===== config.mk =====
export PLATFORM = sky130hd
export DESIGN_NAME = led_matrix_scan_pwm
export DESIGN_NICKNAME = d
export VERILOG_FILES = /design/src/hdl/dot_mem.v /design/src/hdl/led_matrix_scan_pwm.v
export VERILOG_INCLUDE_DIRS = /design/src /design/src/pkg
export SDC_FILE = /design/constraint.sdc
export NUM_CORES = 2
export LEC_CHECK = 0
export ABC_CLOCK_PERIOD_IN_PS = 15250
export BUFFER_PORTS_ARGS = -buffer_cell sky130_fd_sc_hd__buf_4
export CAP_MARGIN = 20
export CELL_PAD_IN_SITES_DETAIL_PLACEMENT = 0
export CELL_PAD_IN_SITES_GLOBAL_PLACEMENT = 1
export CORE_ASPECT_RATIO = 0.75
export CORE_UTILIZATION = 56
export CTS_BUF_LIST = sky130_fd_sc_hd__clkbuf_8
export CTS_CLUSTER_SIZE = 25
export DETAILED_ROUTE_END_ITERATION = 16
export PLACE_DENSITY = 0.81
export SLEW_MARGIN = 0
export SYNTH_ARGS = -nofsm -noshare
export SYNTH_HDL_FRONTEND = slang
export SYNTH_HIERARCHICAL = 1
export SYNTH_SLANG_ARGS = --single-unit

===== constraint.sdc =====
create_clock -name clk -period 15.25 [get_ports clk]
set_input_delay 0.7625 -clock clk [delete_from_list [all_inputs] [get_ports clk]]
set_output_delay 0.7625 -clock clk [all_outputs]
set_load 0.005 [all_outputs]

===== src/pkg/led_matrix_defs.vh =====
// Constants for the LED matrix scanner and register block
`ifndef LED_MATRIX_DEFS_VH
`define LED_MATRIX_DEFS_VH

// ============================================================
// Register pages (upper address bits of the host register port)
`define PAGE_PWM        2'h1
`define PAGE_PATTERN    2'h2
`define PAGE_FUNC       2'h3

// ============================================================
// Function page offsets
`define OFF_CONFIG      8'h00
`define OFF_GCS         8'h01
`define OFF_TIME_FIRST  8'h02
`define OFF_TIME_LAST   8'h0d
`define OFF_COMMIT      8'h0e
`define OFF_PULLUP      8'h0f
`define OFF_PULLDOWN    8'h10
`define OFF_RESET       8'h11
`define DOT_LAST        8'hbf

// ============================================================
// Fields and reset values
`define CFG_BREATH_EN   1
`define SEL_MSB         2
`define COMMIT_CODE     8'h00
`define CONFIG_RST      8'h00
`define GCS_RST         8'h00
`define TIME_RST        8'h00
`define SEL_RST         3'h0
`define PAT_PWM         2'h0

// ============================================================
// Timing: figures in ns, counts derived at the clock rate
`define CLK_NS          40
`define SLOT_NS         128000
`define NOL_NS          8000
`define SLOT_CYC        ((`SLOT_NS + `CLK_NS - 1) / `CLK_NS)
`define NOL_CYC         ((`NOL_NS + `CLK_NS - 1) / `CLK_NS)
`define PWM_STEPS       256
`define PWM_PRE         (`SLOT_CYC / `PWM_STEPS)

`endif


===== src/hdl/dot_mem.v =====
// Per-dot storage with one write port and a registered read port
`timescale 1ns/1ns

module dot_mem #(
    parameter WIDTH = 8,
    parameter DEPTH = 192,
    parameter AW    = 8
) (
    input  wire             clk,
    input  wire             we,
    input  wire [AW-1:0]    waddr,
    input  wire [WIDTH-1:0] wdata,
    input  wire [AW-1:0]    raddr,
    output reg  [WIDTH-1:0] rdata
);

    reg [WIDTH-1:0] mem [0:DEPTH-1];

    // ============================================================
    // Write and registered read; no reset, owner sweeps it clear
    always @(posedge clk) begin
        if (we) begin
            mem[waddr] <= wdata;
        end
        rdata <= mem[raddr];
    end

endmodule // dot_mem


===== src/hdl/led_matrix_scan_pwm.v =====
// Matrix scanner, per-dot PWM and function registers of the LED driver
// Function
// - Time register writes go to shadow copies, not the active set.
// - Writing zero to commit register copies shadow times into active.
// - Column pull-up code in bits 2:0, 000 none, only during blanking.
// - Row pull-down code, 000 off, others only during blanking.
// - Host read of reset register returns all registers to defaults.
// - After power-up all registers hold defaults, matrix blank; column 0's first slot shows pre-sweep dot memory.
// - Twelve column switches enabled in turn, sixteen rows per column.
// - Each slot lasts 128 us, then 8 us blanking with no switch.
// - Each switch on for one in 12.75 of the frame.
// - Dot current is PWM over 256 times output current times duty.
// - Global scale value sets all row currents as value over 256.
// - Each dot runs independently in PWM or breathing mode.
// - Dot is PWM when its pattern is 00 or breathing disabled.
// - PWM value is a plain binary brightness step index.
// - PWM updates accepted any time except during the clear sweep, and applied to the output.
// - Clearing breath enable disables breathing for every dot.
`timescale 1ns/1ns
`include "led_matrix_defs.vh"

module led_matrix_scan_pwm #(
    parameter COLS = 12,
    parameter ROWS = 16
) (
    input  wire                clk,
    input  wire                rst_n,
    input  wire [9:0]          reg_addr,
    input  wire [7:0]          reg_wdata,
    input  wire                reg_wr,
    input  wire                reg_rd,
    output reg  [7:0]          reg_rdata,
    input  wire [23:0]         breath_level,
    output reg  [95:0]         breath_time_active,
    output reg  [7:0]          config_value,
    output reg  [7:0]          global_current_scale,
    output reg  [COLS-1:0]     column_switch,
    output reg  [ROWS-1:0]     row_current_source,
    output reg  [2:0]          switch_pullup_select,
    output reg  [2:0]          source_pulldown_select
);

    localparam ST_NOL  = 1'b0;
    localparam ST_SLOT = 1'b1;
    localparam NDOTS   = COLS * ROWS;
    localparam integer COL_LAST = COLS - 1;

    // ============================================================
    // Helpers
    function is_time_off;
        input [7:0] off;
        begin
            is_time_off = (off >= `OFF_TIME_FIRST) &&
                          (off <= `OFF_TIME_LAST);
        end
    endfunction

    function [7:0] dot_level;
        input [7:0]  pwm;
        input [1:0]  pat;
        input        b_en;
        input [23:0] lvl;
        begin
            if (!b_en || pat == `PAT_PWM) begin
                dot_level = pwm;
            end else begin
                dot_level = lvl[(pat - 2'h1) * 8 +: 8];
            end
        end
    endfunction

    // ============================================================
    // Reset release through two flops
    reg rst_m_r;
    reg rst_s_r;
    always @(posedge clk or negedge rst_n) begin
        if (!rst_n) begin
            rst_m_r <= 1'b0;
            rst_s_r <= 1'b0;
        end else begin
            rst_m_r <= 1'b1;
            rst_s_r <= rst_m_r;
        end
    end

    // ============================================================
    // Register port decode
    wire [1:0] page   = reg_addr[9:8];
    wire [7:0] off    = reg_addr[7:0];
    wire       func_w = reg_wr && page == `PAGE_FUNC;
    wire       soft_clr = reg_rd && page == `PAGE_FUNC &&
                          off == `OFF_RESET;
    wire       commit = func_w && off == `OFF_COMMIT &&
                        reg_wdata == `COMMIT_CODE;

    reg [95:0] shadow_r;

    // Shadow and active time bytes, one generate lane per byte
    genvar gi;
    generate
        for (gi = 0; gi < 12; gi = gi + 1) begin : g_time
            always @(posedge clk or negedge rst_s_r) begin
                if (!rst_s_r) begin
                    shadow_r[gi*8 +: 8]           <= `TIME_RST;
                    breath_time_active[gi*8 +: 8] <= `TIME_RST;
                end else if (soft_clr) begin
                    shadow_r[gi*8 +: 8]           <= `TIME_RST;
                    breath_time_active[gi*8 +: 8] <= `TIME_RST;
                end else begin
                    if (func_w && off == `OFF_TIME_FIRST + gi) begin
                        shadow_r[gi*8 +: 8] <= reg_wdata;
                    end
                    // All lanes copy on the same edge
                    if (commit) begin
                        breath_time_active[gi*8 +: 8] <=
                            shadow_r[gi*8 +: 8];
                    end
                end
            end
        end
    endgenerate

    reg [2:0] pullup_r;
    reg [2:0] pulldown_r;

    // Function registers; read-to-reset beats any write
    always @(posedge clk or negedge rst_s_r) begin
        if (!rst_s_r) begin
            config_value         <= `CONFIG_RST;
            global_current_scale <= `GCS_RST;
            pullup_r             <= `SEL_RST;
            pulldown_r           <= `SEL_RST;
        end else if (soft_clr) begin
            config_value         <= `CONFIG_RST;
            global_current_scale <= `GCS_RST;
            pullup_r             <= `SEL_RST;
            pulldown_r           <= `SEL_RST;
        end else if (func_w) begin
            case (off)
                `OFF_CONFIG:   config_value <= reg_wdata;
                `OFF_GCS:      global_current_scale <= reg_wdata;
                `OFF_PULLUP:   pullup_r <= reg_wdata[`SEL_MSB:0];
                `OFF_PULLDOWN: pulldown_r <= reg_wdata[`SEL_MSB:0];
                default:       pullup_r <= pullup_r;
            endcase
        end
    end

    // Read data, one cycle after the strobe
    always @(posedge clk or negedge rst_s_r) begin
        if (!rst_s_r) begin
            reg_rdata <= 8'h00;
        end else if (reg_rd) begin
            if (page != `PAGE_FUNC) begin
                reg_rdata <= 8'h00;
            end else if (is_time_off(off)) begin
                reg_rdata <= shadow_r[(off - `OFF_TIME_FIRST) * 8 +: 8];
            end else begin
                case (off)
                    `OFF_CONFIG:   reg_rdata <= config_value;
                    `OFF_GCS:      reg_rdata <= global_current_scale;
                    `OFF_PULLUP:   reg_rdata <= {5'h00, pullup_r};
                    `OFF_PULLDOWN: reg_rdata <= {5'h00, pulldown_r};
                    default:       reg_rdata <= 8'h00;
                endcase
            end
        end
    end

    // ============================================================
    // Dot memory clear sweep after any reset; rows held dark only while it runs
    reg       clr_busy_r;
    reg [7:0] clr_addr_r;
    always @(posedge clk or negedge rst_s_r) begin
        if (!rst_s_r) begin
            clr_busy_r <= 1'b1;
            clr_addr_r <= 8'h00;
        end else if (soft_clr) begin
            clr_busy_r <= 1'b1;
            clr_addr_r <= 8'h00;
        end else if (clr_busy_r) begin
            clr_addr_r <= clr_addr_r + 8'h01;
            if (clr_addr_r == `DOT_LAST) begin
                clr_busy_r <= 1'b0;
            end
        end
    end

    // Host writes land any time; lost during the sweep or at offsets above DOT_LAST
    wire       dot_ok = !clr_busy_r && off <= `DOT_LAST;
    wire       pwm_we = clr_busy_r ||
                        (reg_wr && page == `PAGE_PWM && dot_ok);
    wire       pat_we = clr_busy_r ||
                        (reg_wr && page == `PAGE_PATTERN && dot_ok);
    wire [7:0] mem_waddr = clr_busy_r ? clr_addr_r : off;
    wire [7:0] pwm_wdata = clr_busy_r ? 8'h00 : reg_wdata;
    wire [1:0] pat_wdata = clr_busy_r ? `PAT_PWM : reg_wdata[1:0];

    // ============================================================
    // Scan timing
    reg        state_r;
    reg [11:0] cnt_r;
    reg [3:0]  col_r;
    reg [3:0]  pre_r;
    reg [8:0]  step_r;
    wire [3:0] next_col = (col_r == COLS - 1) ? 4'h0 : col_r + 4'h1;

    always @(posedge clk or negedge rst_s_r) begin
        if (!rst_s_r) begin
            state_r <= ST_NOL;
            cnt_r   <= 12'h000;
            col_r   <= COL_LAST[3:0];
            pre_r   <= 4'h0;
            step_r  <= 9'h000;
        end else begin
            case (state_r)
                ST_NOL: begin
                    cnt_r <= cnt_r + 12'h001;
                    if (cnt_r == `NOL_CYC - 1) begin
                        state_r <= ST_SLOT;
                        cnt_r   <= 12'h000;
                        col_r   <= next_col;
                        pre_r   <= 4'h0;
                        step_r  <= 9'h000;
                    end
                end
                ST_SLOT: begin
                    cnt_r <= cnt_r + 12'h001;
                    // Step counter spans 256*12 cycles; rest of slot dark
                    if (pre_r == `PWM_PRE - 1) begin
                        pre_r <= 4'h0;
                        if (!step_r[8]) begin
                            step_r <= step_r + 9'h001;
                        end
                    end else begin
                        pre_r <= pre_r + 4'h1;
                    end
                    if (cnt_r == `SLOT_CYC - 1) begin
                        state_r <= ST_NOL;
                        cnt_r   <= 12'h000;
                    end
                end
                default: state_r <= ST_NOL;
            endcase
        end
    end

    // ============================================================
    // Fetch next column's sixteen dots during blanking
    wire [7:0] rd_addr = {next_col, cnt_r[3:0]};
    wire [7:0] pwm_q;
    wire [1:0] pat_q;

    dot_mem #(.WIDTH(8), .DEPTH(NDOTS), .AW(8)) u_pwm_mem (
        .clk   (clk),
        .we    (pwm_we),
        .waddr (mem_waddr),
        .wdata (pwm_wdata),
        .raddr (rd_addr),
        .rdata (pwm_q)
    );

    dot_mem #(.WIDTH(2), .DEPTH(NDOTS), .AW(8)) u_pat_mem (
        .clk   (clk),
        .we    (pat_we),
        .waddr (mem_waddr),
        .wdata (pat_wdata),
        .raddr (rd_addr),
        .rdata (pat_q)
    );

    reg [ROWS*8-1:0] row_pwm_r;
    reg [ROWS*2-1:0] row_pat_r;
    wire       cap   = state_r == ST_NOL && cnt_r >= 12'h001 &&
                       cnt_r <= ROWS;
    wire [3:0] cap_i = cnt_r[3:0] - 4'h1;

    // Capture latched one cycle after the address
    always @(posedge clk or negedge rst_s_r) begin
        if (!rst_s_r) begin
            row_pwm_r <= {ROWS*8{1'b0}};
            row_pat_r <= {ROWS*2{1'b0}};
        end else if (cap) begin
            row_pwm_r[cap_i*8 +: 8] <= pwm_q;
            row_pat_r[cap_i*2 +: 2] <= pat_q;
        end
    end

    // ============================================================
    // Outputs: switches, row sources, anti-ghost selects
    wire in_slot = state_r == ST_SLOT && !clr_busy_r;
    reg  [ROWS-1:0] row_nxt;

    generate
        for (gi = 0; gi < ROWS; gi = gi + 1) begin : g_row
            always @* begin
                row_nxt[gi] = in_slot && !step_r[8] &&
                    step_r[7:0] < dot_level(row_pwm_r[gi*8 +: 8],
                        row_pat_r[gi*2 +: 2],
                        config_value[`CFG_BREATH_EN],
                        breath_level);
            end
        end
    endgenerate

    always @(posedge clk or negedge rst_s_r) begin
        if (!rst_s_r) begin
            column_switch          <= {COLS{1'b0}};
            row_current_source     <= {ROWS{1'b0}};
            switch_pullup_select   <= 3'h0;
            source_pulldown_select <= 3'h0;
        end else begin
            column_switch <= (state_r == ST_SLOT) ?
                ({{(COLS-1){1'b0}}, 1'b1} << col_r) : {COLS{1'b0}};
            row_current_source <= row_nxt;
            // Pull resistors only while nothing conducts
            switch_pullup_select <= (state_r == ST_NOL) ?
                pullup_r : 3'h0;
            source_pulldown_select <= (state_r == ST_NOL) ?
                pulldown_r : 3'h0;
        end
    end

endmodule // led_matrix_scan_pwm


After elaboration in Yosys (flattened, before gate mapping)
Memories as Yosys holds them, arrays and structs flattened. A register that Yosys moved wholly into a read port is not among the register bits.
Cells that the tools add are included.
W data, S select, Z words.
{"block": "totals", "ff_bits": 457, "ram_bits": 1920, "input_bits": 46, "output_inout_bits": 154, "elab_cells": 363, "memories": 2}
{"block": "op_classes", "addsub": 25, "n_lt_le_gt_ge": 21, "eq_ne": 29, "n_shift": 22, "muxes": 110, "n_bitwise": 1, "reduce_logical": 108}
{"name": "u_pwm_mem.mem", "depth": 192, "width": 8, "read_ports": 1, "rd_clocked_by_memory_dff": 1, "wr": 1, "line_no": "dot_mem.v:17", "source": "reg [WIDTH-1:0] mem [0:DEPTH-1];"}
{"name": "u_pat_mem.mem", "depth": 192, "width": 2, "read_ports": 1, "rd_clocked_by_memory_dff": 1, "wr": 1, "line_no": "dot_mem.v:17"}
{"op": "$mux W8", "n": 76}
{"op": "$shiftx A24 B33 Y8", "n": 16}
{"op": "$bwmux W128", "n": 1}
{"op": "$lt A8 B8 Y1", "n": 16}
{"op": "$shift A8 B34 Y128 const A", "n": 1}
{"op": "$shiftx A8 B34 Y128", "n": 1}
{"op": "$shiftx A96 B33 Y8", "n": 1}
{"op": "$eq A8 B4 Y1 const B", "n": 8}
{"op": "$sub A2 B1 Y3 const B", "n": 16}
{"op": "$logic_and A1 B1 Y1", "n": 43}
{"op": "$reduce_bool A2 Y1", "n": 19}
{"op": "$mux W12", "n": 3}
{"op": "$neg A5 Y34", "n": 1}
{"op": "$neg A7 Y34", "n": 1}
{"op": "$shift A2 B34 Y32 const A", "n": 1}
{"op": "$shiftx A2 B34 Y32", "n": 1}
{"op": "$bwmux W32", "n": 1}
{"op": "$eq A8 B3 Y1 const B", "n": 4}
{"op": "$logic_not A2 Y1", "n": 16}
{"op": "$pmux W8 S4", "n": 1}
{"op": "$mux W9", "n": 3}
{"op": "$mux W3", "n": 8}
{"op": "$pmux W12 S2", "n": 1}
{"op": "$logic_or A1 B1 Y1", "n": 18}
{"op": "34 further kinds", "n": 59}

Longest topological paths before layout
{"block": "depth", "ltp_word": 6, "ltp_mapped": 15, "depth_no_buf": 13}

Hierarchy
Netlist, hierarchy kept.
{"module": "dot_mem (u_pwm_mem)", "n_inst": 1, "cells_per_inst": 2818, "area_per_inst_um2": 59930.0, "seq_area_each_um2": 46284.4}
{"module": "led_matrix_scan_pwm", "n_inst": 1, "cells_per_inst": 2737, "area_per_inst_um2": 26937.1, "seq_area_each_um2": 11441.0}
{"module": "dot_mem (u_pat_mem)", "n_inst": 1, "cells_per_inst": 942, "area_per_inst_um2": 15999.1, "seq_area_each_um2": 11571.1}

Least setup slack after synthesis
OpenSTA, ideal clock, no wires.
{"block": "synth_path", "path_kind": "input port to flip-flop", "startpoint": "input reg_wdata[0]", "endpoint": "memory u_pat_mem.mem[0][0] (data pin)", "arrival_time_ns": 10.670, "required_ns": 13.171, "path_slack_ns": 2.501, "path_stages": 3, "path_buffers": 2, "cell_sequence": "clkbuf_1 > clkbuf_1 > nor2b_1"}
{"block": "synth_via", "elab_chain_len": 1}
{"element": "start, declared", "line_no": "led_matrix_scan_pwm.v:29", "source": "input wire [7:0] reg_wdata,"}
{"element": "$mux W2", "line_no": "led_matrix_scan_pwm.v:197", "source": "wire [1:0] pat_wdata = clr_busy_r ? `PAT_PWM : reg_wdata[1:0];"}
{"element": "named net pat_wdata[0]", "line_no": "led_matrix_scan_pwm.v:197"}
{"element": "end, declared", "line_no": "dot_mem.v:17"}
The timed path passes the listed nets, and every way through them passes these cells.

==> impl_results.md <==
- Final Core Density: 0.622
- Syn nets: 6689
- I/O pin cnt: 200
- Mapped Cells: 6497
- Number of synthesized flops with an enable pin: 1920
- Num rows: 135
- Primary FF master, synth: edfxtp_1
- WL final: 279 mm
- First-pass DRT Iterations: 6
- RSZ-0062 raised after global routing: false
- Most frequent cells in the layout: 1920 x edfxtp_1, 696 x nor2_1, 462 x mux4_2
- Fin. Hold Viols: 0
- Vias per std cell: 6.54
- Final worst slack: 9480 ps
- Max Freq: 173 MHz
- Overall routing resource usage: 0.299
- Worst-margin pin slew: 1180 ps
- Warnings from Yosys: 6
- CTS tree: done
- Die span in y: 373 µm
- PwrDens: 114 mW/mm²
- FILL cells: 13000
- Largest cells by area after synthesis: edfxtp_1 56%, dfrtp_1 11%, mux4_2 10%, mux2i_1 2.9%, nor2_1 2.5%
- Synth top area share: 0.560
- Yosys cell types: 95
- Via count: 61600
- #FFs+latches synth: 2387
- H-tree Lvls: 5
- Initial core utilization: 0.567
- Routed Antenna Nets: 0
- Pins over their slew limit: 0
- TNS Setup: 0 ps
- Post-CTS Setup Bufs: 0
- Fin cells: 9427
- Hold WS: 126 ps
- Post-synth top area cell: edfxtp_1
- Largest net degree at the start of global routing: 193
- Commonest non-fill, non-tap cell in the layout: edfxtp_1
- WP data required: 16100 ps
- Post-synthesis sequential area ratio: 0.674
- Period utilization: 0.378
- LEAKAGE: 39.7 nW
- Final nets: 6946
- Die Footprint: 0.185 mm²
- Reg area: 0.0693 mm²
- Critical path class: reg -> reg
- Number of global-route vias before repair: 59700
- Async set or reset register ratio after synthesis: 0.191
- Die W: 497 µm
- Clk_skew: 86.5 ps
- Global route overflow: 0
- Status: finished, final reports clean
- Post-Place Setup Slack: 9550 ps
- Clock Latency Late Sink: 1050 ps
- Routability congestion estimate: 0.892
- Core region area: 0.182 mm²
- WL/cell: 29.6 µm
- Startpoint Class: register
- Ratio of cells with drive above 1 in the final layout: 0.216
- Peak VDD IR: 0.0000895 V
- CTS Buf Count: 366
- First-pass GRT wire length: 409 mm
- DPL Wire Length: 172 mm
- Area occupied by multi-input gates: 0.0314 mm²
- CP Capture Type: register
- Reg clk slew, reported paths: 70 ps
- Root Buffer: clkbuf_8
- Crit path DAT: 6620 ps
- Area growth from synthesis to layout: 9.82%
- Hold WC Path Type: in -> reg
- Starting DRT DRC Count: 8277
- CTS max path bufs: 4
- Endpoints failing setup: 0
- CP max FO: 53
- Cell Count Post-Placement: 8771
- IO Port Bufs: 199
- Sink Count: 2387
- Antenna violations before repair: 11
- Period minus WS final: 5770 ps
- Synth Area per Inst: 15.8 µm²
- Max Cap Violations: 0
- # DRC: 0
- Max-slew headroom: 0.211
- Post-Syn Area: 0.103 mm²
==> worst max-delay path, stage by stage (launching register included) <==
cell	delay, ps
dfrtp_4	590
buf_4	660
buf_4	720
buf_4	790
buf_4	880
mux4_2	620
a21oi_1	270
a21oi_1	90
a221oi_1	700
o31ai_1	120
==> layer usage <==
metal  vias up  global-route usage  part of all wire
met4         2              0.0815             0.025
met1     31700               0.468              0.43
met2      3629               0.407              0.42
li1      25800                   -                 -
met5         -                   0          0.000054
met3       466              0.0888              0.12
==> synth_stat cells, types with 23 or more instances <==
cell type / n
a31oi_1: 30
nor2_1: 698
nand4_1: 30
a21oi_1: 225
o22ai_1: 28
a22oi_1: 113
mux2_4: 25
o21ai_0: 201
mux4_2: 462
o211ai_1: 33
a221o_1: 23
clkbuf_1: 270
mux2i_1: 298
nand3_1: 100
buf_4: 25
buf_1: 23
nor3_1: 38
o221ai_1: 31
nand2_1: 409
buf_2: 64
mux2_2: 215
nor2b_1: 99
ha_1: 146
and2_1: 48
inv_1: 59
buf_6: 25
edfxtp_1: 1920
and3_1: 39
nand2b_1: 35
dfrtp_1: 453
==> worst paths after layout <==
| kind | from | to | slack (ps) | cells after the start |
|---|---|---|---|---|
| max reg2reg | cnt_r[0]$_DFF_PN0_ | u_pwm_mem/rdata[7]$_DFF_P_ | 9480 | 9 |
| max in group asynchronous | rst_s_r$_DFF_PN0_ | cnt_r[2]$_DFF_PN0_ | 11550 | 3 |
| min | reg_wdata[6] | shadow_r[54]$_DFFE_PN0P_ | 130 | 3 |
| min in group asynchronous | rst_s_r$_DFF_PN0_ | breath_time_active[47]$_DFFE_PN0P_ | 390 | 0 |
| min reg2reg | rst_m_r$_DFF_PN0_ | rst_s_r$_DFF_PN0_ | 370 | 0 |
| max | cnt_r[0]$_DFF_PN0_ | u_pwm_mem/rdata[7]$_DFF_P_ | 9480 | 9 |
==> what timing repair did <==
action                    4_1_cts  5_1_grt
hold endpoints to repair        2        0
gates resized for setup         0        0
hold buffers                    2        0
==> stage by stage <==
stage          area (µm²)  power, mW
6_report           113000       12.8
5_1_grt            113000       13.2
4_1_cts            113000       12.9
3_5_place_dp       106000       8.09
3_3_place_gp       106000       8.07
2_1_floorplan      103000       7.70
==> area by class of cell <==
| class | instances | share of cell area |
|---|---|---|
| Multi-Input combinational cell | 3628 | 0.278 |
| Sequential cell | 2387 | 0.614 |
| Antenna cell | 11 | 0.000244 |
| Clock buffer | 394 | 0.0480 |
| Tap cell | 2397 | 0.0265 |
| Clock inverter | 239 | 0.00929 |
| Timing Repair Buffer | 305 | 0.0219 |
| Inverter | 66 | 0.00219 |
==> sequential cells by signal, indices dropped and copies added (netlist names), 3 cells and up <==
| register | count |
|---|---|
| pulldown_r | 3 |
| row_pwm_r | 128 |
| column_switch | 12 |
| breath_time_active | 96 |
| u_pwm_mem/rdata | 8 |
| source_pulldown_select | 3 |
| pullup_r | 3 |
| reg_rdata | 8 |
| u_pwm_mem/mem | 1536 |
| u_pat_mem/mem | 384 |
| col_r | 4 |
| shadow_r | 96 |
| clr_addr_r | 8 |
| global_current_scale | 8 |
| switch_pullup_select | 3 |
| step_r | 9 |
| config_value | 8 |
| pre_r | 4 |
| row_current_source | 16 |
| row_pat_r | 32 |
| cnt_r | 12 |
==> logic make-up (layout without fill, tap and decap cells) <==
group,count (synthesis),count (layout),synth area share
AOI/OAI and AO/OA,843,843,0.0524
adders and majority gates,146,146,0.0178
other,1,12,0.0000365
xor gates and xnor gates,26,26,0.00262
DFF,2387,2387,0.674
buffers and inverters,482,1004,0.0221
and+or+nand+nor,1597,1597,0.0711
muxes,1015,1015,0.160
==> where the power goes <==
group | internal [mW] | switching (mW)
logic | 0.122 | 0.694
clock network | 2.42 | 2.44
registers | 7.13 | 0.0430
total | 9.67 | 3.17
Power figures use the tool's default switching activity.
